**src/cfl_pkg.sv**
```systemverilog
// shared constants and types of the configuration pin loader
package cfl_pkg;

    // data and mode widths
    localparam int BYTE_W = 8;
    localparam int MODE_W = 3;
    localparam int SYNC_W = 18;

    // mode_select encodings; any other code is treated as externally clocked serial
    localparam logic [MODE_W-1:0] MODE_SELF_SERIAL = 3'h0;
    localparam logic [MODE_W-1:0] MODE_PARALLEL = 3'h6;
    localparam logic [MODE_W-1:0] MODE_EXT_SERIAL = 3'h7;

    // default sizes
    localparam int LOAD_BYTES_DEF = 16;
    localparam int FIFO_DEPTH_DEF = 16;

    // timing: figures in ns, counts derived from the clock period
    localparam int CLK_PERIOD_NS = 100;
    localparam int CLEAR_TIME_NS = 2000;
    localparam int STARTUP_TIME_NS = 1000;
    localparam int CONFIG_CLOCK_HALF_NS = 400;
    localparam int CLEAR_CYCLES = (CLEAR_TIME_NS + CLK_PERIOD_NS - 1) / CLK_PERIOD_NS;
    localparam int STARTUP_CYCLES = (STARTUP_TIME_NS + CLK_PERIOD_NS - 1) / CLK_PERIOD_NS;
    localparam int CONFIG_CLOCK_HALF_CYCLES = (CONFIG_CLOCK_HALF_NS / CLK_PERIOD_NS < 1) ? 1 : CONFIG_CLOCK_HALF_NS / CLK_PERIOD_NS;

    // sequencer states, one-hot
    typedef enum logic [3:0] {
        ST_CLEAR = 4'b0001,
        ST_LOAD = 4'b0010,
        ST_START = 4'b0100,
        ST_USER = 4'b1000
    } cfl_state_e;

endpackage

```
**src/cfl_stream_if.sv**
```systemverilog
// valid/ready byte stream between the loader and its buffer
`timescale 1ns/1ps
`default_nettype none
interface cfl_stream_if #(parameter int W = 8);
    logic [W-1:0] data;
    logic valid;
    logic ready;
    modport source(output data, output valid, input ready);
    modport sink(input data, input valid, output ready);
endinterface
`default_nettype wire

```
**src/cfl_sync.sv**
```systemverilog
// two-flop synchroniser for a vector of unrelated pin levels
`timescale 1ns/1ps
`default_nettype none
module cfl_sync #(parameter int W = 1) (
    // clock and reset
    input wire logic clk,
    input wire logic rst_n,
    // pins in, synchronised levels out
    input wire logic [W-1:0] d,
    output logic [W-1:0] q
);
    logic [W-1:0] meta_q;

    // first stage feeds only the second stage
    always_ff @(posedge clk or negedge rst_n) begin
        if (!rst_n) begin
            meta_q <= '0;
            q <= '0;
        end else begin
            meta_q <= d;
            q <= meta_q;
        end
    end
endmodule
`default_nettype wire

```
**src/cfl_fifo.sv**
```systemverilog
// byte buffer with valid/ready on both sides
`timescale 1ns/1ps
`default_nettype none
module cfl_fifo #(parameter int WIDTH = 8, parameter int DEPTH = 16) (
    // clock and reset
    input wire logic clk,
    input wire logic rst_n,
    // filling and draining sides
    cfl_stream_if.sink wr,
    cfl_stream_if.source rd
);
    localparam int AW = $clog2(DEPTH);

    // pointer wrap only works on a power-of-two depth
    if (DEPTH < 2 || (1 << AW) != DEPTH) begin : g_bad_depth
        $error("cfl_fifo depth must be a power of two, at least 2");
    end

    logic [WIDTH-1:0] mem [DEPTH];
    logic [AW:0] wp_q;
    logic [AW:0] rp_q;
    wire full = (wp_q[AW] != rp_q[AW]) && (wp_q[AW-1:0] == rp_q[AW-1:0]);
    wire empty = (wp_q == rp_q);
    wire push = wr.valid && !full;
    wire pop = rd.valid && rd.ready;

    // honest flags straight from the pointers
    assign wr.ready = !full;
    assign rd.valid = !empty;
    assign rd.data = mem[rp_q[AW-1:0]];

    // storage needs no reset
    always_ff @(posedge clk) begin
        if (push) begin
            mem[wp_q[AW-1:0]] <= wr.data;
        end
    end

    // pointers
    always_ff @(posedge clk or negedge rst_n) begin
        if (!rst_n) begin
            wp_q <= '0;
            rp_q <= '0;
        end else begin
            wp_q <= wp_q + (AW+1)'(push);
            rp_q <= rp_q + (AW+1)'(pop);
        end
    end
endmodule
`default_nettype wire

```
**src/cfl_loader.sv**
```systemverilog
// configuration pin loader: restart, memory clear, parallel and serial load, completion
`timescale 1ns/1ps
`default_nettype none
// Contract
// - config clock input, except driven in self-clocked serial
// - restart pin low starts a new sequence
// - completion pin shows load done, start-up running
// - clear pin held low while memory clears
// - busy paces parallel loading; host obeys it
// - serial modes forward data on chain output
// - parallel mode loads eight data bits per write
// - serial modes load one bit per clock
// - mode comes from three mode select inputs
module cfl_loader #(
    parameter int LOAD_BYTES = cfl_pkg::LOAD_BYTES_DEF,
    parameter int FIFO_DEPTH = cfl_pkg::FIFO_DEPTH_DEF
) (
    // clock and reset
    input wire logic CLK,
    input wire logic RSTN,
    // restart and straps
    input wire logic RESTART_N,
    input wire logic [cfl_pkg::MODE_W-1:0] MODE_SELECT,
    input wire logic KEEP_PORT,
    // configuration clock pin
    input wire logic CONFIG_CLK_I,
    output logic CONFIG_CLK_O,
    output logic CONFIG_CLK_OE,
    // parallel port, bit 0 doubles as serial data in
    input wire logic [cfl_pkg::BYTE_W-1:0] PARALLEL_CONFIG_DATA,
    input wire logic PORT_SEL_N,
    input wire logic WRITE_N,
    // busy or chain data pin
    output logic BUSY_DOUT_O,
    output logic BUSY_DOUT_OE,
    // completion pin, open drain
    input wire logic LOAD_DONE_I,
    output logic LOAD_DONE_O,
    output logic LOAD_DONE_OE,
    // memory clear pin, open drain, low while clearing
    input wire logic MEM_CLEAR_N_I,
    output logic MEM_CLEAR_N_O,
    output logic MEM_CLEAR_N_OE,
    // loaded bytes toward the fabric
    output logic [cfl_pkg::BYTE_W-1:0] CFG_WORD,
    output logic CFG_VALID,
    input wire logic CFG_READY,
    // status
    output logic USER_MODE,
    output logic PORT_KEPT
);
    import cfl_pkg::*;

    localparam int BCW = $clog2(LOAD_BYTES + 1);
    localparam int CCW = $clog2(CLEAR_CYCLES + STARTUP_CYCLES + 1);
    localparam int DCW = $clog2(CONFIG_CLOCK_HALF_CYCLES + 1);

    if (LOAD_BYTES < 1) begin : g_bad_len
        $error("cfl_loader needs at least one byte to load");
    end

    ////////////////////////////////////////////////////////////////////////////
    // pin synchronisers

    logic [SYNC_W-1:0] sync_q;
    cfl_sync #(.W(SYNC_W)) u_sync (
        .clk(CLK),
        .rst_n(RSTN),
        .d({RESTART_N, MODE_SELECT, KEEP_PORT, CONFIG_CLK_I, PARALLEL_CONFIG_DATA,
            PORT_SEL_N, WRITE_N, LOAD_DONE_I, MEM_CLEAR_N_I}),
        .q(sync_q)
    );

    // named views of the synchronised pins
    wire restart_n_s = sync_q[17];
    wire [MODE_W-1:0] mode_s = sync_q[16:14];
    wire keep_s = sync_q[13];
    wire config_clock_s = sync_q[12];
    wire [BYTE_W-1:0] pdata_s = sync_q[11:4];
    wire sel_n_s = sync_q[3];
    wire write_n_s = sync_q[2];
    wire done_s = sync_q[1];
    wire clear_n_s = sync_q[0];
    wire din_s = pdata_s[0];

    ////////////////////////////////////////////////////////////////////////////
    // state and registers

    cfl_state_e state_q, state_d;
    logic [MODE_W-1:0] mode_q;
    logic keep_q;
    logic [CCW-1:0] cnt_q;
    logic [BCW-1:0] byte_cnt_q;
    logic [2:0] bit_cnt_q;
    logic [BYTE_W-2:0] shift_q;
    logic config_clock_prev_q;
    logic [DCW-1:0] div_q;
    logic config_clock_o_q;

    cfl_stream_if #(.W(BYTE_W)) fw ();
    cfl_stream_if #(.W(BYTE_W)) fr ();

    cfl_fifo #(.WIDTH(BYTE_W), .DEPTH(FIFO_DEPTH)) u_fifo (
        .clk(CLK),
        .rst_n(RSTN),
        .wr(fw),
        .rd(fr)
    );

    ////////////////////////////////////////////////////////////////////////////
    // decode

    // mode decode from the latched code, never from live pins
    wire in_load = (state_q == ST_LOAD);
    wire is_par = (mode_q == MODE_PARALLEL);
    wire is_self = (mode_q == MODE_SELF_SERIAL);
    wire is_serial = !is_par;
    wire clear_busy = (state_q == ST_CLEAR) && (cnt_q < CCW'(CLEAR_CYCLES));

    // self-clocked rising edge only when the buffer can take the bit, so it stalls the clock
    wire div_tick = (div_q == DCW'(CONFIG_CLOCK_HALF_CYCLES - 1));
    wire self_rise = in_load && is_self && div_tick && !config_clock_o_q && fw.ready;
    wire ext_rise = config_clock_s && !config_clock_prev_q;
    wire config_clock_rise = is_self ? self_rise : ext_rise;

    // a parallel write needs select and strobe low and room in the buffer
    wire par_take = in_load && is_par && ext_rise && !sel_n_s && !write_n_s && fw.ready;
    wire bit_take = in_load && is_serial && config_clock_rise;
    wire byte_full = bit_take && (bit_cnt_q == 3'h7);
    wire last_byte = fw.valid && fw.ready && (byte_cnt_q == BCW'(LOAD_BYTES - 1));

    // buffer fill side
    assign fw.valid = par_take || byte_full;
    assign fw.data = is_par ? pdata_s : {shift_q, din_s};

    // output stage pulls from the buffer whenever it is empty or being taken
    assign fr.ready = !CFG_VALID || CFG_READY;

    ////////////////////////////////////////////////////////////////////////////
    // sequencer

    // restart overrides everything and holds the clear phase
    always_comb begin
        state_d = state_q;
        unique case (state_q)
            ST_CLEAR: begin
                if (!clear_busy && clear_n_s) begin
                    state_d = ST_LOAD;
                end
            end
            ST_LOAD: begin
                if (last_byte) begin
                    state_d = ST_START;
                end
            end
            ST_START: begin
                if (cnt_q >= CCW'(STARTUP_CYCLES) && done_s) begin
                    state_d = ST_USER;
                end
            end
            ST_USER: begin
                state_d = ST_USER;
            end
            default: begin
                state_d = ST_CLEAR;
            end
        endcase
        if (!restart_n_s) begin
            state_d = ST_CLEAR;
        end
    end

    always_ff @(posedge CLK or negedge RSTN) begin
        if (!RSTN) begin
            state_q <= ST_CLEAR;
        end else begin
            state_q <= state_d;
        end
    end

    // phase counter restarts on every state change and while restart is held
    always_ff @(posedge CLK or negedge RSTN) begin
        if (!RSTN) begin
            cnt_q <= '0;
        end else if (state_d != state_q || !restart_n_s) begin
            cnt_q <= '0;
        end else if (cnt_q != '1) begin
            cnt_q <= cnt_q + CCW'(1);
        end
    end

    // mode and port-keep straps follow the pins only in clearing with the phase counter at zero: while restart is held and in the cycle after
    always_ff @(posedge CLK or negedge RSTN) begin
        if (!RSTN) begin
            mode_q <= MODE_EXT_SERIAL;
            keep_q <= 1'b0;
        end else if (state_q == ST_CLEAR && cnt_q == '0) begin
            mode_q <= mode_s;
            keep_q <= keep_s;
        end
    end

    ////////////////////////////////////////////////////////////////////////////
    // load datapath

    // byte and bit counters, shift register
    always_ff @(posedge CLK or negedge RSTN) begin
        if (!RSTN) begin
            byte_cnt_q <= '0;
            bit_cnt_q <= '0;
            shift_q <= '0;
        end else if (!in_load) begin
            byte_cnt_q <= '0;
            bit_cnt_q <= '0;
        end else begin
            if (fw.valid && fw.ready) begin
                byte_cnt_q <= byte_cnt_q + BCW'(1);
            end
            if (bit_take) begin
                bit_cnt_q <= bit_cnt_q + 3'h1;
                shift_q <= {shift_q[BYTE_W-3:0], din_s};
            end
        end
    end

    // edge history and self-clock divider
    always_ff @(posedge CLK or negedge RSTN) begin
        if (!RSTN) begin
            config_clock_prev_q <= 1'b0;
            div_q <= '0;
            config_clock_o_q <= 1'b0;
        end else begin
            config_clock_prev_q <= config_clock_s;
            if (!(in_load && is_self) || div_tick) begin
                div_q <= '0;
            end else begin
                div_q <= div_q + DCW'(1);
            end
            if (!(in_load && is_self)) begin
                config_clock_o_q <= 1'b0;
            end else if (div_tick && (config_clock_o_q || fw.ready)) begin
                config_clock_o_q <= !config_clock_o_q;
            end
        end
    end

    ////////////////////////////////////////////////////////////////////////////
    // pin outputs, all registered; enables from the next state so they line up with state_q

    wire load_d = (state_d == ST_LOAD);
    wire user_d = (state_d == ST_USER);
    wire port_on_d = (load_d && is_par) || (user_d && keep_q && is_par);
    wire dout_on_d = load_d && is_serial;

    always_ff @(posedge CLK or negedge RSTN) begin
        if (!RSTN) begin
            CONFIG_CLK_O <= 1'b0;
            CONFIG_CLK_OE <= 1'b0;
            BUSY_DOUT_O <= 1'b0;
            BUSY_DOUT_OE <= 1'b0;
        end else begin
            CONFIG_CLK_O <= config_clock_o_q;
            CONFIG_CLK_OE <= load_d && is_self;
            BUSY_DOUT_OE <= port_on_d || dout_on_d;
            if (is_par) begin
                BUSY_DOUT_O <= !fw.ready || !load_d;
            end else if (bit_take) begin
                BUSY_DOUT_O <= din_s;
            end
        end
    end

    // open-drain pins drive only low; the enable carries the information
    always_ff @(posedge CLK or negedge RSTN) begin
        if (!RSTN) begin
            LOAD_DONE_O <= 1'b0;
            LOAD_DONE_OE <= 1'b1;
            MEM_CLEAR_N_O <= 1'b0;
            MEM_CLEAR_N_OE <= 1'b1;
            USER_MODE <= 1'b0;
            PORT_KEPT <= 1'b0;
        end else begin
            LOAD_DONE_O <= 1'b0;
            LOAD_DONE_OE <= (state_d == ST_CLEAR) || load_d;
            MEM_CLEAR_N_O <= 1'b0;
            MEM_CLEAR_N_OE <= (state_d == ST_CLEAR) && (state_q != ST_CLEAR || !restart_n_s || clear_busy);
            USER_MODE <= user_d;
            PORT_KEPT <= user_d && keep_q && is_par;
        end
    end

    // fabric-side output stage
    always_ff @(posedge CLK or negedge RSTN) begin
        if (!RSTN) begin
            CFG_WORD <= '0;
            CFG_VALID <= 1'b0;
        end else if (fr.ready) begin
            CFG_WORD <= fr.data;
            CFG_VALID <= fr.valid;
        end
    end

    ////////////////////////////////////////////////////////////////////////////
    // checks

    a_config_clock_dir_mode: assert property (@(posedge CLK) disable iff (!RSTN)
        CONFIG_CLK_OE |-> (state_q == ST_LOAD && mode_q == MODE_SELF_SERIAL))
        else $error("config clock driven outside self-clocked load");

    a_restart_clears: assert property (@(posedge CLK) disable iff (!RSTN)
        !restart_n_s |=> state_q == ST_CLEAR && MEM_CLEAR_N_OE && LOAD_DONE_OE)
        else $error("restart did not enter clearing");

    a_done_release: assert property (@(posedge CLK) disable iff (!RSTN)
        (state_q == ST_LOAD && last_byte && restart_n_s) |=> !LOAD_DONE_OE && state_q == ST_START)
        else $error("completion pin not released after last byte");

    a_clear_holds_low: assert property (@(posedge CLK) disable iff (!RSTN)
        $rose(state_q == ST_CLEAR) |-> MEM_CLEAR_N_OE [*8])
        else $error("clear pin released too early");

    a_busy_when_full: assert property (@(posedge CLK) disable iff (!RSTN)
        (in_load && is_par && !fw.ready && restart_n_s) |=> BUSY_DOUT_O && BUSY_DOUT_OE)
        else $error("busy not shown with full buffer");

    a_dout_forwards: assert property (@(posedge CLK) disable iff (!RSTN)
        (bit_take && restart_n_s && !last_byte) |=> BUSY_DOUT_O == $past(din_s) && BUSY_DOUT_OE)
        else $error("chain output did not forward the bit");

    a_par_byte_taken: assert property (@(posedge CLK) disable iff (!RSTN)
        par_take |-> fw.valid && fw.ready && fw.data == pdata_s)
        else $error("parallel byte not written to buffer");

    a_serial_byte: assert property (@(posedge CLK) disable iff (!RSTN)
        byte_full |-> fw.valid && fw.data == {shift_q, din_s} && $past(bit_cnt_q) == 3'h7)
        else $error("serial byte assembled wrongly");

    a_mode_held: assert property (@(posedge CLK) disable iff (!RSTN)
        (state_q != ST_CLEAR && $past(state_q) != ST_CLEAR) |-> $stable(mode_q))
        else $error("mode changed during a sequence");

    a_user_release: assert property (@(posedge CLK) disable iff (!RSTN)
        (state_q == ST_USER && !(keep_q && is_par)) |-> !BUSY_DOUT_OE && !CONFIG_CLK_OE)
        else $error("configuration pins not released in user mode");
endmodule
`default_nettype wire

```
**config.mk**
```make
export PLATFORM = sky130hd
export DESIGN_NAME = cfl_loader
export DESIGN_NICKNAME = d
export VERILOG_FILES = /design/src/cfl_pkg.sv /design/src/cfl_stream_if.sv /design/src/cfl_sync.sv /design/src/cfl_fifo.sv /design/src/cfl_loader.sv
export SDC_FILE = /design/constraint.sdc
export NUM_CORES = 1
export LEC_CHECK = 0
export BUFFER_PORTS_ARGS = -buffer_cell sky130_fd_sc_hd__buf_4
export CAP_MARGIN = 20
export CORE_MARGIN = 8
export CORE_UTILIZATION = 55
export CTS_BUF_LIST = sky130_fd_sc_hd__clkbuf_2
export DETAILED_ROUTE_END_ITERATION = 10
export PLACE_DENSITY = 0.8
export SYNTH_ARGS = -nofsm -noshare
export SYNTH_HDL_FRONTEND = slang
export SYNTH_HIERARCHICAL = 1
export SYNTH_SLANG_ARGS = --single-unit
```
**constraint.sdc**
```tcl
create_clock -name CLK -period 5.45 [get_ports CLK]
set_input_delay 0.2725 -clock CLK [delete_from_list [all_inputs] [get_ports CLK]]
set_output_delay 0.2725 -clock CLK [all_outputs]
set_load 0.03 [all_outputs]
```
==> results.txt <==
Status - completed
Slew @ Worst Pin - 1030 ps
Yosys reg bits - 224
Worst reg2reg setup slack - 1450 ps
Critical path class - flop to flop
Final Max Tran Viols - 0
CP max FO - 20
DP Wirelength - 11500 microns
Port buffer count - 37
Die area - 0.0205 sq mm
Initial core utilization - 56.1%
CP dominant cell by count - nand2_1
Number of detailed-route iterations in the first pass - 4
Initial antenna violation count - 1
Core ar. - 0.0159 sq mm
Critical Path, Cell by Cell - xor2_1 > nor4_2 > nand2_1 > nand3b_1 > mux2i_2 > nand4_1 > nand2_1 > a21bo_1 > nor3_1
Avg Inst Size Synth - 16.5 sq um
Clock Sinks - 224
CP max stage delay - 940 ps
Post-CTS Setup Bufs - 0
Worst-case clock buffer depth - 3
Pleak - 3.86 nW
TritonCTS clock tree - built
CP delay by family, top - simple AND/OR/NAND/NOR gates
Global router's overall resource usage - 18.2%
Clock tree root buffer cell - clkbuf_2
Antenna-violating nets left - 0
P per Cell Area - 299 mW/mm^2
Die W - 143 microns
Hold EP - u_sync/meta_q[6]
First-pass GRT wire length - 28200 microns
Worst Skew - 68.9 ps
CP Buf/Inv Count - 0
NumNets Final - 675
Clock-pin slew on the worst setup and hold paths - 110 ps
Hold Path Stages - 2
FF-to-FF Start - u_fifo/rp_q[3]
Remaining DRCs - 0
Rel. slew slack - 30.5%
Layout cells sized above 1 - 28.8%
Critical Path Slowest Stage Cell - nor3_1
Highest Clock Rate - 250 MHz
Largest net degree at the start of global routing - 50
Min-delay src - PARALLEL_CONFIG_DATA[2]
Max-cap viol count - 0
Setup TNS - 0 ps
Final wirelength - 17600 microns
Worst reg2reg endpoint - u_fifo/mem[6][5]
Post-synth top area share - 43.1%
Final hold violations - 0
Wire per inst - 19.6 microns
Vias post-DR - 5059
EDFF count, synth - 128
Required time of the critical path - 5820 ps
Crit. End Element - flop
Die H - 143 microns
CTS H-Tree Depth - 2
Num CTS Buffers - 54
Final Cycle Share - 73.4%
I/O pin count - 40
Data arrival, critical path - 4370 ps
DR iter-0 viols - 482
CP startpoint kind - flop
Area delta synth->final - 13.2%
Clk_lat worst skew - 790 ps
Most frequent cell after synthesis - edfxtp_1
Unrepaired setup endpoints after global routing - no
Ys async rst share - 42.9%
Layout fillers - 1180
VDD IR-drop max - 0.172 mV
Via density - 5.61
Vias in the first global route - 5206
GRT overflow - 0
Cell taking the most area after synthesis - edfxtp_1
Worst min path class - primary input to flop
Post-synthesis instance total - 539
Min cycle time layout - 4000 ps
Dominant cells by area after synthesis - edfxtp_1 43%, dfrtp_1 25%, mux4_2 5.8%
Synth Warn # - 6
Post-layout util - 63.5%
Library cells used by synthesis - 59
Most used DFF post-synth - edfxtp_1
GPL Wtd Cong - 0.874
Most frequent cells after synthesis - 128 x edfxtp_1, 90 x dfrtp_1, 37 x nand2_1, 28 x mux2i_1, 23 x mux4_2
Final Setup Violations - 0
Sequential-to-total area share from yosys stat - 70.1%
FP Rows - 46
Synth Cell Area - 0.00892 sq mm
Reg2reg path depth - 9
[final cells by class]
| type | count | area, sq um | area share, % |
|---|---|---|---|
| Inverter | 10 | 37.5 | 0.372 |
| Antenna cell | 1 | 2.50 | 0.0248 |
| Clock inverter | 18 | 103 | 1.02 |
| Multi-Input combinational cell | 279 | 2430 | 24.1 |
| Clock buffer | 81 | 405 | 4.02 |
| Timing Repair Buffer | 72 | 586 | 5.80 |
| Sequential cell | 224 | 6250 | 62.0 |
| Tap cell | 216 | 270 | 2.68 |
[layer usage]
layer | vias to the layer above | share of wire, % | global-route usage (%)
li1 | 2285 | - | -
met1 | 2517 | 42 | 24.2
met2 | 232 | 49 | 29.0
met3 | 25 | 7.8 | 4.71
met4 | 0 | 1.3 | 5.48
met5 | - | 0 | 0
[report_power, final]
group / internal (W) / switching [W] / total (W)
Clock: 0.000446 / 0.000630 / 0.00108
Combinational: 0.0000357 / 0.0000683 / 0.000104
Sequential: 0.00183 / 0.0000154 / 0.00184
Total: 0.00231 / 0.000713 / 0.00302
[worst max-delay path by stage]
stage / start / endpoint / slack, ps / cells after the start
5_1_grt: u_fifo/rp_q[3] / u_fifo/mem[13][1] / 1070 / 9
2_1_floorplan: u_fifo/wp_q[1] / u_fifo/mem[12][0] / 2290 / 11
3_5_place_dp: u_fifo/rp_q[3] / u_fifo/mem[9][4] / 1460 / 9
6_report: u_fifo/rp_q[3] / u_fifo/mem[6][5] / 1450 / 9
4_1_cts: u_fifo/rp_q[3] / u_fifo/mem[9][1] / 1450 / 9
3_3_place_gp: u_fifo/rp_q[3] / u_fifo/mem[9][4] / 1710 / 9
[worst reg2reg max path: stages, from the launching register on]
cell	delay (ps)
dfrtp_1	830
xor2_1	260
nor4_2	100
nand2_1	170
nand3b_1	130
mux2i_2	410
nand4_1	200
nand2_1	100
a21bo_1	450
nor3_1	940
[timing repair]
action	CTS	global route
hold buffers	21	0
hold endpoints to repair	65	0
resized for setup	0	0
[registers in the layout, summed over array words and instances (netlist names), 3 cells and up]
signal,cells
u_fifo/mem,128
u_sync/meta_q,18
u_sync/q,18
CFG_WORD,8
shift_q,7
byte_cnt_q,5
cnt_q,5
u_fifo/rp_q,5
u_fifo/wp_q,5
state_q,4
bit_cnt_q,3
div_q,3
mode_q,3
[per-stage QoR]
stage                     std cells  setup WS, ps  total power (W)  instance area (sq um)  hold slack (ps)
after floorplan                 540          2290          0.00192                   8920            -23.1
after CTS                       895          1450          0.00306                  10100             73.5
after detailed placement        775          1460          0.00197                   9340              299
after global routing            901          1070          0.00317                  10100             39.9
after global placement          775          1710          0.00197                   9340              291
final                           901          1450          0.00302                  10100              154
[placed cells by master (no fill, tap or decap), types with 7 or more instances in the layout]
cell / n
edfxtp_1: 128
dfrtp_1: 89
clkbuf_2: 81
buf_4: 46
nand2_1: 37
mux2i_1: 28
mux4_2: 23
dlygate4sd3_1: 21
mux2_2: 19
nor2_1: 13
nor3_1: 13
ha_1: 13
nand2b_1: 12
clkinv_1: 12
inv_1: 10
nand3_1: 9
a21oi_1: 9
a32oi_1: 9
xor2_1: 9
a22oi_1: 8
o21ai_1: 7
[cells by family (layout without fill, tap and decap cells)]
| kind of cell | count (synthesis) | after routing | share of synthesized area, % |
|---|---|---|---|
| flops | 224 | 224 | 70.1 |
| compound gates | 56 | 56 | 4.64 |
| simple gates | 120 | 120 | 7.30 |
| fa+ha+maj | 13 | 13 | 1.82 |
| buf+inv | 37 | 181 | 2.61 |
| mux | 72 | 72 | 11.8 |
| xor+xnor | 16 | 16 | 1.66 |
| other cells | 1 | 3 | 0.0421 |
(Power assumes the default switching activity.)
